==> src/pwt_pkg.sv <==
package pwt_pkg;
	// register byte offsets
	localparam logic [7:0] ADDR_INT_FLAGS = 8'h0D;
	localparam logic [7:0] ADDR_STATUS = 8'h0E;
	localparam logic [7:0] ADDR_INPUT_A = 8'h10;
	localparam logic [7:0] ADDR_INPUT_B = 8'h11;
	localparam logic [7:0] ADDR_FAULT_CTRL = 8'h12;
	localparam logic [7:0] ADDR_DELAY_CTRL = 8'h14;
	localparam logic [7:0] ADDR_DELAY_VALUE = 8'h15;
	// interrupt flag positions
	localparam int unsigned FLAG_CYCLE_END = 0;
	localparam int unsigned FLAG_TRIG_A = 2;
	localparam int unsigned FLAG_TRIG_B = 3;
	// status positions
	localparam int unsigned STAT_EN_RDY = 0;
	localparam int unsigned STAT_CMD_RDY = 1;
	localparam int unsigned STAT_ACT_A = 6;
	localparam int unsigned STAT_ACT_B = 7;
	// fault control fields
	localparam int unsigned FAULT_LVL_LSB = 0;
	localparam int unsigned FAULT_EN_LSB = 4;
	// delay control fields
	localparam int unsigned DLY_SEL_LSB = 0;
	localparam int unsigned DLY_TRIG_LSB = 2;
	localparam int unsigned DLY_PRESC_LSB = 4;
	// writable masks
	localparam logic [7:0] FLAGS_MASK = 8'h0D;
	localparam logic [7:0] MODE_MASK = 8'h0F;
	localparam logic [7:0] DELAY_CTRL_MASK = 8'h3F;
	// reset values
	localparam logic [7:0] RST_INT_FLAGS = 8'h00;
	localparam logic [7:0] RST_FAULT_CTRL = 8'h00;
	localparam logic [7:0] RST_DELAY_CTRL = 8'h00;
	localparam logic [7:0] RST_DELAY_VALUE = 8'h00;
	localparam logic [3:0] RST_MODE = 4'h0;
	// cycles for a command or enable to cross into the timer side
	localparam int unsigned CROSS_CYCLES = 3;

	// reaction of an input to its fault event
	typedef enum logic [3:0] {
		MODE_NONE = 4'h0,
		MODE_JUMP_OPPOSITE_WAIT = 4'h1,
		MODE_RUN_OPPOSITE_WAIT = 4'h2,
		MODE_RUN_OPPOSITE_DURING_FAULT = 4'h3,
		MODE_KEEP_FREQUENCY = 4'h4,
		MODE_DEAD_TIME_DURING_FAULT = 4'h5,
		MODE_JUMP_NEXT_WAIT = 4'h6,
		MODE_WAIT_FOR_SOFTWARE = 4'h7,
		MODE_EDGE_STOP_NEXT_CYCLE = 4'h8,
		MODE_EDGE_STOP_KEEP_FREQUENCY = 4'h9,
		MODE_LEVEL_STOP_KEEP_FREQUENCY = 4'hA
	} pwt_mode_e;

	// delay function
	typedef enum logic [1:0] {
		DLY_OFF = 2'h0,
		DLY_BLANK = 2'h1,
		DLY_EVENT = 2'h2,
		DLY_RESERVED = 2'h3
	} pwt_dly_sel_e;

	// delay counter state
	typedef enum logic [0:0] {
		DLY_IDLE = 1'h0,
		DLY_RUN = 1'h1
	} pwt_dly_state_e;
endpackage : pwt_pkg

==> src/pwt_delay.sv <==
`timescale 1ns/1ps
module pwt_delay (
	input wire logic i_mclk,
	input wire logic i_rst,
	input wire logic [1:0] i_prescaler,
	input wire logic [1:0] i_trigger_select,
	input wire logic [1:0] i_function_select,
	input wire logic [7:0] i_length,
	input wire logic i_cmp_a_set,
	input wire logic i_cmp_a_clr,
	input wire logic i_cmp_b_set,
	input wire logic i_cmp_b_clr,
	output logic o_blanking,
	output logic o_event_out
);
	import pwt_pkg::*;

	pwt_dly_state_e state; // delay running or not
	pwt_dly_state_e next_state;
	logic [2:0] presc_cnt; // prescaler phase
	logic [7:0] remain; // prescaled ticks still to go

	// selectable start events, indexed by the trigger code
	wire [3:0] trig_vec = {i_cmp_b_clr, i_cmp_b_set, i_cmp_a_clr, i_cmp_a_set};
	wire used = (i_function_select == DLY_BLANK) || (i_function_select == DLY_EVENT);
	wire trig_hit = used && trig_vec[i_trigger_select];
	// divide by 1, 2, 4 or 8
	wire [2:0] presc_top = 3'h7 >> (2'h3 - i_prescaler);
	wire tick = (presc_cnt == presc_top);
	wire finish = (state == DLY_RUN) && (remain == 8'h00) && tick && !trig_hit;

	// a fresh trigger restarts a running delay
	always_comb begin
		case (state)
			DLY_IDLE: next_state = trig_hit ? DLY_RUN : DLY_IDLE;
			DLY_RUN: next_state = (finish || !used) ? DLY_IDLE : DLY_RUN;
			default: next_state = DLY_IDLE;
		endcase
	end

	// counters and state
	always_ff @(posedge i_mclk) begin
		if (i_rst) begin
			state <= DLY_IDLE;
			presc_cnt <= 3'h0;
			remain <= 8'h00;
		end else begin
			state <= next_state;
			presc_cnt <= (trig_hit || tick) ? 3'h0 : presc_cnt + 3'h1;
			if (trig_hit) begin
				remain <= i_length;
			end else if (tick && remain != 8'h00) begin
				remain <= remain - 8'h01;
			end
		end
	end

	// event output is a one-cycle pulse at the end of the delay
	always_ff @(posedge i_mclk) begin
		if (i_rst) begin
			o_event_out <= 1'b0;
		end else begin
			o_event_out <= finish && (i_function_select == DLY_EVENT);
		end
	end

	assign o_blanking = (state == DLY_RUN) && (i_function_select == DLY_BLANK);
endmodule : pwt_delay

==> src/pwt_mode_decode.sv <==
`timescale 1ns/1ps
module pwt_mode_decode (
	input wire logic [3:0] i_mode,
	output logic o_active,
	output logic o_stop_all,
	output logic o_level_hold,
	output logic o_wait_software,
	output logic o_jump_opposite,
	output logic o_run_opposite,
	output logic o_jump_next,
	output logic o_keep_frequency,
	output logic o_dead_time
);
	import pwt_pkg::*;

	// unassigned codes above the last mode fall out as no action
	assign o_active = (i_mode != MODE_NONE) && (i_mode <= MODE_LEVEL_STOP_KEEP_FREQUENCY);
	// codes four to seven stop every output
	assign o_stop_all = (i_mode >= MODE_KEEP_FREQUENCY) && (i_mode <= MODE_WAIT_FOR_SOFTWARE);
	// these reactions last only while the fault level stands
	assign o_level_hold = (i_mode == MODE_RUN_OPPOSITE_DURING_FAULT) ||
		(i_mode == MODE_DEAD_TIME_DURING_FAULT) ||
		(i_mode == MODE_LEVEL_STOP_KEEP_FREQUENCY);
	assign o_wait_software = (i_mode == MODE_WAIT_FOR_SOFTWARE);
	assign o_jump_opposite = (i_mode == MODE_JUMP_OPPOSITE_WAIT);
	assign o_run_opposite = (i_mode == MODE_RUN_OPPOSITE_WAIT) ||
		(i_mode == MODE_RUN_OPPOSITE_DURING_FAULT);
	assign o_jump_next = (i_mode == MODE_JUMP_NEXT_WAIT) ||
		(i_mode == MODE_EDGE_STOP_NEXT_CYCLE);
	assign o_keep_frequency = (i_mode == MODE_KEEP_FREQUENCY) ||
		(i_mode == MODE_EDGE_STOP_KEEP_FREQUENCY) ||
		(i_mode == MODE_LEVEL_STOP_KEEP_FREQUENCY);
	assign o_dead_time = (i_mode == MODE_DEAD_TIME_DURING_FAULT);
endmodule : pwt_mode_decode

==> src/pwt_status_fault_delay.sv <==
// Local design decision: the address-and-strobe port.
`timescale 1ns/1ps
// Operation
// - input B event or capture sets flag three
// - input A event or capture sets flag two
// - every cycle end sets flag zero
// - writing one clears a flag, zero keeps
// - any level change of output B sets bit seven
// - any level change of output A sets bit six
// - activity stays set until software writes one
// - command ready rises once the command crossed
// - command strobes drop command ready
// - auto update plus compare B high write drops it
// - enable ready rises once enable crossed
// - enable write, disable strobe, debug break without run in debug drop it
// - modes one to three act on own output
// - modes four to seven stop all outputs
// - modes eight to ten stop on edge or level
// - enable bits drive channel pins A to D
// - level bits give reset and fault levels
// - fault control zero on power-on, else fuse
// - prescaler divides delay clock by 1,2,4,8
// - trigger field picks compare start event
// - select picks blanking or event delay
// - delay length counts prescaled timer cycles
module pwt_status_fault_delay #(
	parameter int unsigned SYNC_CYCLES = pwt_pkg::CROSS_CYCLES
) (
	input wire logic i_mclk,
	input wire logic i_rst_n, // every reset, synchronous
	input wire logic i_por_n, // power-on reset, synchronous
	input wire logic [7:0] i_timer_config_fuse,
	input wire logic [7:0] i_addr,
	input wire logic [7:0] i_wdata,
	input wire logic i_wr,
	input wire logic i_rd,
	output logic [7:0] o_rdata,
	input wire logic i_sync_at_cycle_end_strobe,
	input wire logic i_sync_now_strobe,
	input wire logic i_restart_strobe,
	input wire logic i_soft_capture_a_strobe,
	input wire logic i_soft_capture_b_strobe,
	input wire logic i_auto_update,
	input wire logic i_compare_b_clear_high_write,
	input wire logic i_enable_write,
	input wire logic i_disable_at_cycle_end_strobe,
	input wire logic i_run_in_debug,
	input wire logic i_debug_break,
	input wire logic i_cycle_end,
	input wire logic i_capture_a_event,
	input wire logic i_capture_b_event,
	input wire logic i_compare_a_set_point,
	input wire logic i_compare_a_clear_point,
	input wire logic i_compare_b_set_point,
	input wire logic i_compare_b_clear_point,
	input wire logic i_waveform_out_a,
	input wire logic i_waveform_out_b,
	input wire logic [3:0] i_compare_out,
	input wire logic [1:0] i_fault_pin, // bit 0 input A, bit 1 input B
	output logic [3:0] o_pin_level,
	output logic [3:0] o_pin_oe,
	output logic o_delay_event,
	output logic o_stop_all,
	output logic [1:0] o_jump_opposite,
	output logic [1:0] o_run_opposite,
	output logic [1:0] o_jump_next,
	output logic [1:0] o_keep_frequency,
	output logic [1:0] o_dead_time,
	output logic [1:0] o_wait_software
);
	import pwt_pkg::*;

	// counter below holds up to fifteen
	if (SYNC_CYCLES < 1 || SYNC_CYCLES > 15) begin : g_bad_sync
		$error("SYNC_CYCLES must lie in 1 to 15");
	end

	localparam logic [3:0] SYNC_LOAD = 4'(SYNC_CYCLES);

	// address hit, shared by the write and read decoders
	function automatic logic reg_hit(input logic [7:0] addr, input logic [7:0] target);
		return addr == target;
	endfunction : reg_hit

	logic [7:0] int_flags; // sticky event flags
	logic [7:0] next_flags;
	logic act_a; // activity on waveform A
	logic act_b; // activity on waveform B
	logic wave_prev_a; // last level of waveform A
	logic wave_prev_b; // last level of waveform B
	logic [3:0] mode_a; // reaction mode of input A
	logic [3:0] mode_b; // reaction mode of input B
	logic [7:0] fault_ctrl; // pin enables and fault levels
	logic [7:0] delay_ctrl; // prescaler, trigger, function
	logic [7:0] delay_value; // delay length
	logic [3:0] cmd_wait; // cycles until command has crossed
	logic [3:0] en_wait; // cycles until enable has crossed
	logic reset_hold; // outputs at fault levels until first cycle end
	logic blanking; // fault inputs masked
	logic [1:0] trig_set; // per-input flag set
	logic [1:0] fault_now; // per-input reaction in force
	logic [1:0] stop_all_now; // all-output stop in force
	logic [1:0] single_now; // own-output stop in force
	logic [1:0] jo_now;
	logic [1:0] ro_now;
	logic [1:0] jn_now;
	logic [1:0] kf_now;
	logic [1:0] dt_now;
	logic [1:0] ws_now;

	// every reset clears the plain state; power-on is a reset too
	wire rst_any = !i_rst_n || !i_por_n;

	// write decode
	wire wr_flags = i_wr && reg_hit(i_addr, ADDR_INT_FLAGS);
	wire wr_status = i_wr && reg_hit(i_addr, ADDR_STATUS);
	wire wr_mode_a = i_wr && reg_hit(i_addr, ADDR_INPUT_A);
	wire wr_mode_b = i_wr && reg_hit(i_addr, ADDR_INPUT_B);
	wire wr_fault = i_wr && reg_hit(i_addr, ADDR_FAULT_CTRL);
	wire wr_dly_ctrl = i_wr && reg_hit(i_addr, ADDR_DELAY_CTRL);
	wire wr_dly_value = i_wr && reg_hit(i_addr, ADDR_DELAY_VALUE);

	// ready tracking sources
	wire cmd_clear = i_sync_at_cycle_end_strobe || i_sync_now_strobe || i_restart_strobe ||
		i_soft_capture_a_strobe || i_soft_capture_b_strobe;
	wire cmd_clear_all = cmd_clear || (i_auto_update && i_compare_b_clear_high_write);
	wire en_clear = i_enable_write || i_disable_at_cycle_end_strobe ||
		(i_debug_break && !i_run_in_debug);
	wire cmd_ready = (cmd_wait == 4'h0);
	wire en_ready = (en_wait == 4'h0);

	// activity edge detect on the waveform outputs
	wire chg_a = i_waveform_out_a != wave_prev_a;
	wire chg_b = i_waveform_out_b != wave_prev_b;
	wire clr_act_a = wr_status && i_wdata[STAT_ACT_A];
	wire clr_act_b = wr_status && i_wdata[STAT_ACT_B];

	// flag update: a set in the clearing cycle wins
	always_comb begin
		next_flags = int_flags & ~(wr_flags ? (i_wdata & FLAGS_MASK) : 8'h00);
		next_flags[FLAG_CYCLE_END] = next_flags[FLAG_CYCLE_END] || i_cycle_end;
		next_flags[FLAG_TRIG_A] = next_flags[FLAG_TRIG_A] || trig_set[0];
		next_flags[FLAG_TRIG_B] = next_flags[FLAG_TRIG_B] || trig_set[1];
	end

	// flags and activity bits
	always_ff @(posedge i_mclk) begin
		if (rst_any) begin
			int_flags <= RST_INT_FLAGS;
			act_a <= 1'b0;
			act_b <= 1'b0;
		end else begin
			int_flags <= next_flags;
			act_a <= (act_a && !clr_act_a) || chg_a;
			act_b <= (act_b && !clr_act_b) || chg_b;
		end
	end

	// waveform history; taking the live level at reset avoids a false toggle
	always_ff @(posedge i_mclk) begin
		wave_prev_a <= i_waveform_out_a;
		wave_prev_b <= i_waveform_out_b;
	end

	// crossing counters; reset starts a crossing so both bits read low first
	always_ff @(posedge i_mclk) begin
		if (rst_any || cmd_clear_all) begin
			cmd_wait <= SYNC_LOAD;
		end else if (cmd_wait != 4'h0) begin
			cmd_wait <= cmd_wait - 4'h1;
		end
		if (rst_any || en_clear) begin
			en_wait <= SYNC_LOAD;
		end else if (en_wait != 4'h0) begin
			en_wait <= en_wait - 4'h1;
		end
	end

	// configuration registers
	always_ff @(posedge i_mclk) begin
		if (rst_any) begin
			mode_a <= RST_MODE;
			mode_b <= RST_MODE;
			delay_ctrl <= RST_DELAY_CTRL;
			delay_value <= RST_DELAY_VALUE;
		end else begin
			if (wr_mode_a) begin
				mode_a <= i_wdata[3:0];
			end
			if (wr_mode_b) begin
				mode_b <= i_wdata[3:0];
			end
			if (wr_dly_ctrl) begin
				delay_ctrl <= i_wdata & DELAY_CTRL_MASK;
			end
			if (wr_dly_value) begin
				delay_value <= i_wdata;
			end
		end
	end

	// fault control survives warm resets by reloading the fuse image
	always_ff @(posedge i_mclk) begin
		if (!i_por_n) begin
			fault_ctrl <= RST_FAULT_CTRL;
		end else if (!i_rst_n) begin
			fault_ctrl <= i_timer_config_fuse;
		end else if (wr_fault) begin
			fault_ctrl <= i_wdata;
		end
	end

	// blanking and event delay
	pwt_delay u_delay (
		.i_mclk(i_mclk),
		.i_rst(rst_any),
		.i_prescaler(delay_ctrl[DLY_PRESC_LSB +: 2]),
		.i_trigger_select(delay_ctrl[DLY_TRIG_LSB +: 2]),
		.i_function_select(delay_ctrl[DLY_SEL_LSB +: 2]),
		.i_length(delay_value),
		.i_cmp_a_set(i_compare_a_set_point),
		.i_cmp_a_clr(i_compare_a_clear_point),
		.i_cmp_b_set(i_compare_b_set_point),
		.i_cmp_b_clr(i_compare_b_clear_point),
		.o_blanking(blanking),
		.o_event_out(o_delay_event)
	);

	// per-input fault path
	for (genvar gi = 0; gi < 2; gi++) begin : g_input
		logic [2:0] sync_ff; // pin synchroniser
		logic level; // filtered fault level
		logic prev_level;
		logic latched; // reaction held after an edge
		logic d_active;
		logic d_stop_all;
		logic d_level_hold;
		logic d_wait_sw;
		logic d_jo;
		logic d_ro;
		logic d_jn;
		logic d_kf;
		logic d_dt;
		wire [3:0] mode_sel = (gi == 0) ? mode_a : mode_b;
		wire capture = (gi == 0) ? i_capture_a_event : i_capture_b_event;
		wire rise = level && !prev_level && !blanking;
		// wait-for-software holds until restart, the rest until a quiet cycle end
		wire release_now = d_wait_sw ? i_restart_strobe : (i_cycle_end && !level);

		pwt_mode_decode u_decode (
			.i_mode(mode_sel),
			.o_active(d_active),
			.o_stop_all(d_stop_all),
			.o_level_hold(d_level_hold),
			.o_wait_software(d_wait_sw),
			.o_jump_opposite(d_jo),
			.o_run_opposite(d_ro),
			.o_jump_next(d_jn),
			.o_keep_frequency(d_kf),
			.o_dead_time(d_dt)
		);

		// level changes once the second and third stage agree
		always_ff @(posedge i_mclk) begin
			sync_ff <= {sync_ff[1:0], i_fault_pin[gi]};
			if (rst_any) begin
				level <= 1'b0;
				prev_level <= 1'b0;
				latched <= 1'b0;
			end else begin
				if (sync_ff[1] == sync_ff[2]) begin
					level <= sync_ff[2];
				end
				prev_level <= level;
				// a new edge outranks the release
				if (rise && d_active && !d_level_hold) begin
					latched <= 1'b1;
				end else if (release_now || !d_active) begin
					latched <= 1'b0;
				end
			end
		end

		assign trig_set[gi] = rise || capture;
		assign fault_now[gi] = d_active &&
			(d_level_hold ? (level && !blanking) : latched);
		assign stop_all_now[gi] = fault_now[gi] && d_stop_all;
		assign single_now[gi] = fault_now[gi] && !d_stop_all;
		assign jo_now[gi] = fault_now[gi] && d_jo;
		assign ro_now[gi] = fault_now[gi] && d_ro;
		assign jn_now[gi] = fault_now[gi] && d_jn;
		assign kf_now[gi] = fault_now[gi] && d_kf;
		assign dt_now[gi] = fault_now[gi] && d_dt;
		assign ws_now[gi] = fault_now[gi] && d_wait_sw;
	end

	// which channels show their fault level; input A owns channel A, B owns B
	wire [3:0] override = {4{reset_hold || (|stop_all_now)}} | {2'b00, single_now};
	wire [3:0] next_pin = (override & fault_ctrl[FAULT_LVL_LSB +: 4]) |
		(~override & i_compare_out);

	// pin levels and reactions toward the counter
	always_ff @(posedge i_mclk) begin
		if (rst_any) begin
			reset_hold <= 1'b1;
			o_pin_level <= 4'h0;
			o_stop_all <= 1'b0;
			o_jump_opposite <= 2'h0;
			o_run_opposite <= 2'h0;
			o_jump_next <= 2'h0;
			o_keep_frequency <= 2'h0;
			o_dead_time <= 2'h0;
			o_wait_software <= 2'h0;
		end else begin
			if (i_cycle_end) begin
				reset_hold <= 1'b0;
			end
			o_pin_level <= next_pin;
			o_stop_all <= |stop_all_now;
			o_jump_opposite <= jo_now;
			o_run_opposite <= ro_now;
			o_jump_next <= jn_now;
			o_keep_frequency <= kf_now;
			o_dead_time <= dt_now;
			o_wait_software <= ws_now;
		end
	end

	// pin enables straight from the register
	assign o_pin_oe = fault_ctrl[FAULT_EN_LSB +: 4];

	// read selection; unmapped offsets read zero
	wire [7:0] status_value = {act_b, act_a, 4'h0, cmd_ready, en_ready};
	wire [7:0] rd_value =
		reg_hit(i_addr, ADDR_INT_FLAGS) ? int_flags :
		reg_hit(i_addr, ADDR_STATUS) ? status_value :
		reg_hit(i_addr, ADDR_INPUT_A) ? {4'h0, mode_a} :
		reg_hit(i_addr, ADDR_INPUT_B) ? {4'h0, mode_b} :
		reg_hit(i_addr, ADDR_FAULT_CTRL) ? fault_ctrl :
		reg_hit(i_addr, ADDR_DELAY_CTRL) ? delay_ctrl :
		reg_hit(i_addr, ADDR_DELAY_VALUE) ? delay_value : 8'h00;

	// read data stands only in the cycle after the strobe
	always_ff @(posedge i_mclk) begin
		if (rst_any) begin
			o_rdata <= 8'h00;
		end else begin
			o_rdata <= i_rd ? rd_value : 8'h00;
		end
	end
endmodule : pwt_status_fault_delay

==> config.mk <==
export PLATFORM = sky130hd
export DESIGN_NAME = pwt_status_fault_delay
export DESIGN_NICKNAME = d
export VERILOG_FILES = /design/src/pwt_pkg.sv /design/src/pwt_delay.sv /design/src/pwt_mode_decode.sv /design/src/pwt_status_fault_delay.sv
export SDC_FILE = /design/constraint.sdc
export NUM_CORES = 1
export LEC_CHECK = 0
export BUFFER_PORTS_ARGS = -buffer_cell sky130_fd_sc_hd__clkbuf_2
export CORE_MARGIN = 2
export CORE_UTILIZATION = 54
export DETAILED_ROUTE_END_ITERATION = 7
export PLACE_DENSITY = 0.8
export SKIP_LAST_GASP = 1
export SLEW_MARGIN = 30
export SYNTH_ARGS = -nofsm -noshare
export SYNTH_HDL_FRONTEND = slang
export SYNTH_SLANG_ARGS = --single-unit
==> constraint.sdc <==
create_clock -name i_mclk -period 6 [get_ports i_mclk]
set_clock_uncertainty 0.15 [all_clocks]
set_input_delay 0.9 -clock i_mclk [delete_from_list [all_inputs] [get_ports i_mclk]]
set_output_delay 0.9 -clock i_mclk [all_outputs]
set_load 0.03 [all_outputs]
### Word-level counts from Yosys, hierarchy flattened

Cells that the tools add are included.

| word-level totals | value |
|---|---|
| register bits after elaboration | 101 |
| bits in latches | 0 |
| memory bits (writable) | 0 |
| ROM bits | 0 |
| bits of input ports | 55 |
| output and inout port bits | 30 |
| word-level logic and storage cells | 237 |
| memories kept | 0 |

| operators by class | value |
|---|---|
| add/subtract/negate cells | 5 |
| multipliers | 0 |
| div/mod/pow operators | 0 |
| order comparisons | 7 |
| eq/ne operators | 35 |
| shift-type cells | 1 |
| multiplexer cells | 25 |
| bitwise logic cells | 9 |
| reductions and logical operators | 121 |

Operators with widths:

| operator | number |
|---|---|
| two-way mux 8 bit | 11 |
| logical AND 1 bit | 54 |
| equality test 8 x 5 -> 1 bit (second input constant) | 5 |
| logical OR 1 bit | 35 |
| equality test 4 x 3 -> 1 bit (second input constant) | 8 |
| equality test 4 bit (second input constant) | 6 |
| zero test 1 bit | 18 |
| equality test 4 x 2 -> 1 bit (second input constant) | 4 |
| equality test 8 x 4 -> 1 bit (second input constant) | 2 |
| nonzero test 4 bit | 4 |
| two-way mux 1 bit | 11 |
| bitwise AND 4 bit | 2 |
| bitwise AND 8 bit | 1 |
| equality test 4 x 1 -> 1 bit (second input constant) | 2 |
| greater-or-equal comparator 4 x 3 -> 1 bit (second input constant) | 2 |
| less-or-equal comparator 4 x 3 -> 1 bit (second input constant) | 2 |
| less-or-equal comparator 4 bit (second input constant) | 2 |
| zero test 4 bit | 2 |
| zero test 8 bit | 1 |
| inverter 4 -> 8 bit | 1 |
| nonzero test 8 bit | 1 |
| subtractor 4 x 1 -> 4 bit (second input constant) | 2 |
| subtractor 8 x 1 -> 8 bit (second input constant) | 1 |
| nonzero test 2 bit | 3 |
| other kinds (18) | 23 |

### Longest topological paths before layout

Gate-level depths: netlist of the first run.

| depth | value |
|---|---|
| depth after elaboration | 13 |
| mapped depth | 8 |
| mapped depth without buffers | 8 |

### By module

From an unflattened synthesis of the first run, not the netlist that was laid out.

| second synthesis, totals | value |
|---|---|
| cells, all modules | 508 |
| area, all modules | 4704.5 µm² |

By module, submodules not included:

| module | times used | cells each | area an instance (µm²) | seq. area each (µm²) |
|---|---|---|---|---|
| pwt_status_fault_delay | 1 | 369 | 3578.4 | 1661.6 |
| pwt_delay | 1 | 93 | 798.3 | 260.2 |
| pwt_mode_decode | 2 | 23 | 163.9 | 0.0 |

### Worst setup path before layout of the first run

OpenSTA, ideal clock, no wires.

| path | value |
|---|---|
| kind | input-to-reg |
| start | in i_addr[5] |
| end | reg mode_b[0] (netlist: g_input[1].mode_sel[0]) |
| library setup time | 0.128 ns |
| data arrival time | 2.205 ns |
| data required time | 5.722 ns |
| path slack | 3.518 ns |
| stages on the path | 6 |
| buffers on the path | 1 |
| path through | or3_4 -> nor4b_4 -> and3_1 -> buf_6 -> mux2i_1 -> nor2_1 |

| between the ends | value |
|---|---|
| word-level cells in the longest chain between the ends | 2 |

RTL lines:

| element | RTL line | source |
|---|---|---|
| start: declaration | pwt_status_fault_delay.sv:33 | `input wire logic [7:0] i_addr,` |
| equality test 8 x 5 -> 1 bit | pwt_status_fault_delay.sv:82 | `return addr == target;` |
| logical AND 1 bit | pwt_status_fault_delay.sv:118 | `wire wr_mode_b = i_wr && reg_hit(i_addr, ADDR_INPUT_B);` |
| end signal: assignment | pwt_status_fault_delay.sv:191 | `mode_b <= i_wdata[3:0];` |
| end: declaration | pwt_status_fault_delay.sv:92 | `logic [3:0] mode_b;` |

Every way passes these cells.
A chain may end at the register's enable or synchronous reset.

### Worst setup path in the final report of the first run

| path | value |
|---|---|
| start | in i_addr[5] |
| end | reg mode_a[2] (netlist: g_input[0].mode_sel[2]) |

| between the ends | value |
|---|---|
| word-level cells in the longest chain between the ends | 2 |

RTL lines:

| element | RTL line | source |
|---|---|---|
| equality test 8 x 5 -> 1 bit | pwt_status_fault_delay.sv:82 |  |
| logical AND 1 bit | pwt_status_fault_delay.sv:117 | `wire wr_mode_a = i_wr && reg_hit(i_addr, ADDR_INPUT_A);` |
| end signal: assignment | pwt_status_fault_delay.sv:188 | `mode_a <= i_wdata[3:0];` |
| end: declaration | pwt_status_fault_delay.sv:91 | `logic [3:0] mode_a;` |

Every way passes these cells.

==> results of run 1 <==
## layer usage
layer | vias to the layer above | GRT usage, % | routed length (um)
li1 | 1920 | - | -
met1 | 1844 | 31.9 | 4850
met2 | 174 | 35.7 | 4800
met3 | 16 | 5.40 | 903
met4 | 0 | 9.29 | 172
met5 | - | 0 | 0
## cell type report
cell class                      instances  area [um2]  area share (%)
Clock buffer                           12         145            2.80
Clock inverter                          4        76.3            1.47
Multi-Input combinational cell        368        2410            46.6
Tap cell                              105         131            2.53
Sequential cell                        96        1920            37.1
Timing Repair Buffer                   85         428            8.25
Inverter                               18        67.6            1.30
## final timing paths
check / from / endpoint / slack, ps / cells after the start
worst max-delay path: i_addr[5] / g_input[0].mode_sel[2] / 3530 / 6
worst min-delay path: g_input[1].sync_ff[0] / g_input[1].sync_ff[1] / 190 / 0
worst max register to register: delay_ctrl[1] / o_pin_level[3] / 3610 / 8
worst min register to register: g_input[1].sync_ff[0] / g_input[1].sync_ff[1] / 190 / 0
## power by group
group / total, mW / switching, mW / internal [mW]
registers: 0.685 / 0.0236 / 0.662
logic: 0.247 / 0.138 / 0.109
clock network: 0.474 / 0.226 / 0.248
## per-stage QoR
stage | util (%) | power, mW | cells | worst slack [ps] | instance area [um2]
6_report | 63.1 | 1.41 | 688 | 3530 | 5180
5_1_grt | 63.1 | 1.47 | 688 | 3440 | 5180
4_1_cts | 63.1 | 1.41 | 688 | 3550 | 5180
3_5_place_dp | 60.4 | 0.943 | 672 | 3170 | 4960
3_3_place_gp | 60.4 | 0.936 | 672 | 3250 | 4960
2_1_floorplan | - | 0.883 | 511 | 3520 | 4560
## layout by cell type, fill, tap and decap left out, types with 3 or more instances in the layout
cell	n
sky130_fd_sc_hd__a211oi_1	3
sky130_fd_sc_hd__a21boi_0	3
sky130_fd_sc_hd__a21oi_1	27
sky130_fd_sc_hd__a22o_1	4
sky130_fd_sc_hd__a22oi_1	4
sky130_fd_sc_hd__a32oi_1	5
sky130_fd_sc_hd__and2_1	3
sky130_fd_sc_hd__and2b_1	3
sky130_fd_sc_hd__and3_1	5
sky130_fd_sc_hd__clkbuf_2	84
sky130_fd_sc_hd__clkbuf_8	10
sky130_fd_sc_hd__dfxtp_1	96
sky130_fd_sc_hd__ha_1	7
sky130_fd_sc_hd__inv_1	18
sky130_fd_sc_hd__mux2i_1	39
sky130_fd_sc_hd__nand2_1	51
sky130_fd_sc_hd__nand2b_1	8
sky130_fd_sc_hd__nand3_1	7
sky130_fd_sc_hd__nand3b_1	4
sky130_fd_sc_hd__nand4_1	6
sky130_fd_sc_hd__nor2_1	61
sky130_fd_sc_hd__nor2b_1	13
sky130_fd_sc_hd__nor3_1	13
sky130_fd_sc_hd__nor4_1	4
sky130_fd_sc_hd__o211a_1	8
sky130_fd_sc_hd__o21ai_0	17
sky130_fd_sc_hd__o21ai_1	8
sky130_fd_sc_hd__or2_2	3
sky130_fd_sc_hd__or3_1	5
sky130_fd_sc_hd__xnor2_1	6
sky130_fd_sc_hd__xor2_1	9
## logic make-up (layout without fill, tap and decap cells)
kind of cell | after synthesis | after routing | synth area share (%)
and+or+nand+nor | 207 | 207 | 24.3
xor gates and xnor gates | 15 | 15 | 2.88
adders and majority gates | 7 | 7 | 1.92
buffers and inverters | 47 | 119 | 4.94
AOI/OAI and AO/OA | 97 | 97 | 14.3
muxes | 42 | 42 | 9.55
DFF | 96 | 96 | 42.1
## flip-flops by register name, summed over array words and instances (netlist names), 3 cells and up
signal	count
g_input.mode_sel	8
o_rdata	8
u_delay.remain	8
delay_ctrl	6
delay_value	8
g_input.sync_ff	6
u_delay.presc_cnt	3
fault_ctrl	8
cmd_wait	4
int_flags	3
en_wait	4
o_pin_level	4
## worst max-delay path: cells and delay by family
family / cells / cell delay, ps
and+or+nand+nor: 4 / 1320
buffers and inverters: 1 / 80
muxes: 1 / 250
==> summary.log, run 1 <==
qor: cts.cts-resized-gates 0
qor: global_route.track_usage 23.4%
qor: setup_path.crit_slowest_cell sky130_fd_sc_hd__nor4b_4
qor: setup_path.crit_path_cell_trace clkbuf_2 -> or3_4 -> nor4b_4 -> and3_1 -> mux2i_1 -> nor2_1
qor: synthesis.cell_with_the_most_instances_after_synthesis sky130_fd_sc_hd__dfxtp_1
qor: global_route.initial_antenna_violation_count 0
qor: timing.setup_tns_after_final_layout 0 ps
qor: synthesis.yosysTopAreaCellShare 42.1%
qor: cts.clock-sinks 96
qor: synthesis.synth_fp_nets 573
qor: timing.min_period 2470 ps
qor: floorplanning.floorplan.die.height 95.9 um
qor: power_and_ir_drop.leakagePower 2.28 nW
qor: floorplanning.floorplan.core_area 0.00822 mm2
qor: floorplanning.initial_core_util 55.5%
qor: status.run_status finished, final reports clean
qor: floorplanning.ios 85
qor: drt.total_number_of_vias 3,954
qor: timing.achievable-frequency 0.405 GHz
qor: layout.layout-area-overhead-vs-synth 13.7%
qor: setup_path.crit_fanout 7
qor: synthesis.synthTopCellsByCount 96 x sky130_fd_sc_hd__dfxtp_1, 61 x sky130_fd_sc_hd__nor2_1, 51 x sky130_fd_sc_hd__nand2_1
qor: timing.setup_repair_after_global_routing_missed_its_margin false
qor: placement.port-buffer-count 84
qor: synthesis.yosysWarningCount 0
qor: global_route.grt_max_degree 40
qor: synthesis.ys_dominant_reg_cell sky130_fd_sc_hd__dfxtp_1
qor: cts.root_buffer_master sky130_fd_sc_hd__clkbuf_8
qor: synthesis.synth.lib_cells_used.distinct 66
qor: setup_path.critical_path.max_stage_delay 450 ps
qor: cts.postCtsSetupRepairBufs 0
qor: timing.final_hold_viol_count 0
qor: synthesis.number_of_synthesized_flops_with_an_enable_pin 0
qor: timing.finalMaxSlewViolations 0
qor: flow_run.drv.max_cap_violation_count 0
qor: layout.number_of_fillers_in_the_final_layout 707
qor: floorplanning.row_count 33
qor: drt.drt_wl_total 10,700 um
qor: placement.gpl.final_weighted_congestion 0.866
qor: power_and_ir_drop.cellPowerDensity 271 mW/mm2
qor: drt.antenna_left 0
qor: synthesis.post_synth_inst_count 511
qor: synthesis.yosysTopAreaCell sky130_fd_sc_hd__dfxtp_1
qor: synthesis.synth.cell_area 0.00456 mm2
qor: cts.hold_buffers 0
qor: timing.finalCritPeriodShare 41.1%
qor: cts.worst_skew_pair.late_latency 370 ps
qor: cts.cts.clk_slew.worst_paths 90 ps
qor: cts.tritoncts.num_buffers 9
qor: setup_path.worstPathArrival 2560 ps
qor: synthesis.syn_avg_cell_area 8.92 um2
qor: setup_path.critical_path.endpoint_type flop
qor: layout.num_antenna_cells 0
qor: layout.layout-drive-gt1-share 21.3%
qor: synthesis.synth_top_cells_by_area sky130_fd_sc_hd__dfxtp_1 42%, sky130_fd_sc_hd__mux2i_1 8.6%, sky130_fd_sc_hd__nor2_1 5.0%, sky130_fd_sc_hd__nand2_1 4.2%, sky130_fd_sc_hd__a21oi_1 3.0%
qor: cts.h-tree-depth 3
qor: timing.hold-worst-slack 186 ps
qor: drt.drt-wirelength-per-cell 15.6 um
qor: setup_path.worst_ep_required_time 6100 ps
qor: power_and_ir_drop.worst_ir_drop_vdd 194 uV
qor: drt.post-route-drc-count 0
qor: floorplanning.die_boundary_width 95.9 um
qor: drt.detail_route.iter0.violations 251
qor: cts.cts_tree yes
qor: synthesis.async_reset_ff_share 0%
qor: global_route.wire_length_of_the_first_global_routing_pass 16,400 um
qor: layout.net_count_reported_at_finish 640
qor: cts.cts_buffer_depth 2
qor: timing.finalSetupViolations 0
qor: timing.worst-slew-pin-transition 907 ps
qor: placement.hpwlAfterDp 8050 um
qor: synthesis.synth.yosys.seq_area_share 42.1%
qor: floorplanning.design.die.area 0.00920 mm2
qor: timing.max_slew_margin 39.0%
qor: drt.drtPass1Iterations 5
qor: setup_path.path_class in2reg
qor: synthesis.ys_ff_latch 96
qor: global_route.overflow 0
qor: setup_path.cp-start-kind input pin
qor: drt.routed_via_density 5.75
qor: worst_hold_path.min-delay-path-class reg2reg
qor: global_route.grt_pass1_vias 3,401
No activity file was read; power rests on OpenSTA's default activity.
==> inputs of run 2 (changes only) <==
- CORE_UTILIZATION: 54 -> 50
- PLACE_DENSITY: 0.8 -> 0.78
- clock period: 6 -> 2.2 ns (I/O delays scaled with it)
==> summary.log, run 2 (synthesis results as in run 1) <==
qor: power_and_ir_drop.switching_power 1.05 mW
qor: global_route.overflow 0
qor: drt.routed_via_density 5.68
qor: setup_path.crit_slowest_cell sky130_fd_sc_hd__a21boi_1
qor: placement.hpwlAfterDp 8670 um
qor: layout.layout_common_cells 95 x sky130_fd_sc_hd__dfxtp_1, 84 x sky130_fd_sc_hd__clkbuf_2, 61 x sky130_fd_sc_hd__nor2_1
qor: power_and_ir_drop.clock_network_fraction_of_design_power 31.8%
qor: drt.antenna_left 0
qor: floorplanning.die_boundary_width 99.5 um
qor: drt.total_number_of_vias 4,061
qor: cts.root_buffer_master sky130_fd_sc_hd__clkbuf_8
qor: timing.min_period 2100 ps
qor: placement.port-buffer-count 84
qor: layout.post-route-util 61.2%
qor: floorplanning.floorplan.die.height 99.5 um
qor: cts.h-tree-depth 3
qor: layout.post_layout_nonfiller_instances 715
qor: global_route.grt_max_degree 18
qor: cts.postCtsSetupRepairBufs 0
qor: setup_path.crit_fanout 5
qor: setup_path.cpLargestDelayFamily compound AO/OA/AOI/OAI gates
qor: setup_path.path_class reg2reg
qor: power_and_ir_drop.leakagePower 2.39 nW
qor: timing.finalCritPeriodShare 95.6%
qor: global_route.track_usage 23.0%
qor: setup_path.critical_path.endpoint_type flop
qor: drt.detail_route.iter0.violations 350
qor: timing.finalMaxSlewViolations 0
qor: power_and_ir_drop.seq_power_share 49.5%
qor: timing.setup_tns_after_final_layout 0 ps
qor: drt.drt_wl_total 11,300 um
qor: status.run_status finished, final reports clean
qor: floorplanning.initial_core_util 52.0%
qor: global_route.grt_pass1_vias 3,728
qor: setup_path.worst_ep_required_time 2310 ps
qor: drt.drtPass1Iterations 5
qor: cts.worst_skew_pair.late_latency 360 ps
qor: setup_path.critical_path.max_stage_delay 420 ps
qor: timing.finalSetupViolations 0
qor: placement.gpl.final_weighted_congestion 0.910
qor: setup_path.worstPathArrival 2220 ps
qor: layout.num_antenna_cells 0
qor: timing.achievable-frequency 0.476 GHz
qor: setup_path.timing.critical_path.buf_inv 1
qor: power_and_ir_drop.power_internal 2.71 mW
qor: timing.worst-slew-pin-transition 893 ps
qor: cts.tritoncts.num_buffers 9
qor: power_and_ir_drop.cellPowerDensity 701 mW/mm2
qor: timing.max_slew_margin 40.0%
qor: worst_hold_path.min-delay-path-class in2reg
qor: power_and_ir_drop.sw_frac_of_total 28.0%
qor: placement.dp_cells 695
qor: timing.final_hold_viol_count 0
qor: cts.cts_tree yes
qor: floorplanning.design.die.area 0.00990 mm2
qor: global_route.wire_length_of_the_first_global_routing_pass 18,100 um
qor: flow_run.drv.max_cap_violation_count 0
qor: setup_path.crit_path_cell_trace inv_1 -> ha_1 -> a21boi_1 -> nand2_1 -> a2111oi_0 -> a211oi_1 -> mux2i_1 -> nor2_1
qor: layout.layout-area-overhead-vs-synth 17.6%
qor: power_and_ir_drop.worst_ir_drop_vdd 389 uV
qor: floorplanning.floorplan.core_area 0.00876 mm2
qor: drt.drt-wirelength-per-cell 15.8 um
qor: timing.setup_repair_after_global_routing_missed_its_margin true
qor: placement.placement.cell_area 0.00512 mm2
qor: floorplanning.ios 85
qor: layout.final_common_cell sky130_fd_sc_hd__dfxtp_1
qor: cts.cts.clk_slew.worst_paths 90 ps
qor: cts.cts_buffer_depth 2
qor: setup_path.cp-start-kind flop
qor: floorplanning.row_count 34
qor: global_route.initial_antenna_violation_count 0
qor: layout.layout-drive-gt1-share 24.2%
qor: drt.post-route-drc-count 0
qor: power_and_ir_drop.gate_power_share 18.7%
qor: layout.net_count_reported_at_finish 664
qor: layout.design_area_final 0.00536 mm2
qor: cts.clock-sinks 96
run 2: changes by cell type in the layout (fill, tap and decap cells not counted):
| cell | change |
|---|---|
| sky130_fd_sc_hd__clkbuf_1 | -2 |
| sky130_fd_sc_hd__inv_6 | -1 |
| sky130_fd_sc_hd__dfxtp_1 | -1 |
| sky130_fd_sc_hd__dlygate4sd3_1 | +4 |
| sky130_fd_sc_hd__clkinv_2 | +2 |
| sky130_fd_sc_hd__dfxtp_2 | +1 |
| sky130_fd_sc_hd__clkinvlp_4 | +1 |
| sky130_fd_sc_hd__a21boi_0 | -1 |
| sky130_fd_sc_hd__a21boi_1 | +1 |
| sky130_fd_sc_hd__bufinv_16 | -1 |
| sky130_fd_sc_hd__buf_4 | +20 |
| sky130_fd_sc_hd__clkbuf_8 | +1 |
run 2: routing by layer:
layer,GRT usage [%],part of all wire [%],routed length [um],vias to the layer above
met3,4.01,11,1240,21
met1,32.4,44,4910,1865
li1,-,-,-,1961
met4,9.59,2.0,220,0
met5,0,0,0,-
met2,35.0,44,4900,214
run 2: path summary, 6_finish.rpt:
check,start,to,slack [ps],cells after the start
worst max-delay path,delay_ctrl[1],o_pin_level[0],100,8
worst min-delay path,i_enable_write,en_wait[0],40,3
worst max register to register,delay_ctrl[1],o_pin_level[0],100,8
worst min register to register,g_input[0].sync_ff[0],g_input[0].sync_ff[1],180,0
run 2: stage by stage:
step / hold WS [ps] / total power, mW / setup slack (ps)
floorplan: 160 / 2.41 / 263
global placement: 163 / 2.59 / -22.4
detailed placement: 164 / 2.59 / -76.7
CTS: 27.3 / 3.78 / 88.9
global route: 44.7 / 3.93 / -0.824
finish: 37.6 / 3.76 / 97.1
run 2: cell type report:
type	count	area (um2)
clock buffer	11	151
clock inverter	5	55.1
sequential	96	1920
multi-input combinational	368	2410
fill	756	3400
timing repair buffer	109	618
tap	108	135
inverter	18	67.6
run 2: timing repair:
action,in CTS,in global routing
endpoints found under the hold margin,4,0
gates resized for setup,1,1
hold buffers,4,0
endpoints found under the setup margin,2,3
run 2: power groups by stage:
stage	Combinational, mW	Clock [mW]	Sequential, mW
2_1_floorplan	0.514	0	1.89
4_1_cts	0.703	1.22	1.86
5_1_grt	0.770	1.28	1.87
3_3_place_gp	0.684	0	1.90
6_report	0.703	1.20	1.86
3_5_place_dp	0.692	0	1.90
run 2: tightest hold or removal path: stages:
cell	delay, ps
sky130_fd_sc_hd__clkbuf_2	80
sky130_fd_sc_hd__nor4_1	60
sky130_fd_sc_hd__nand2_1	50
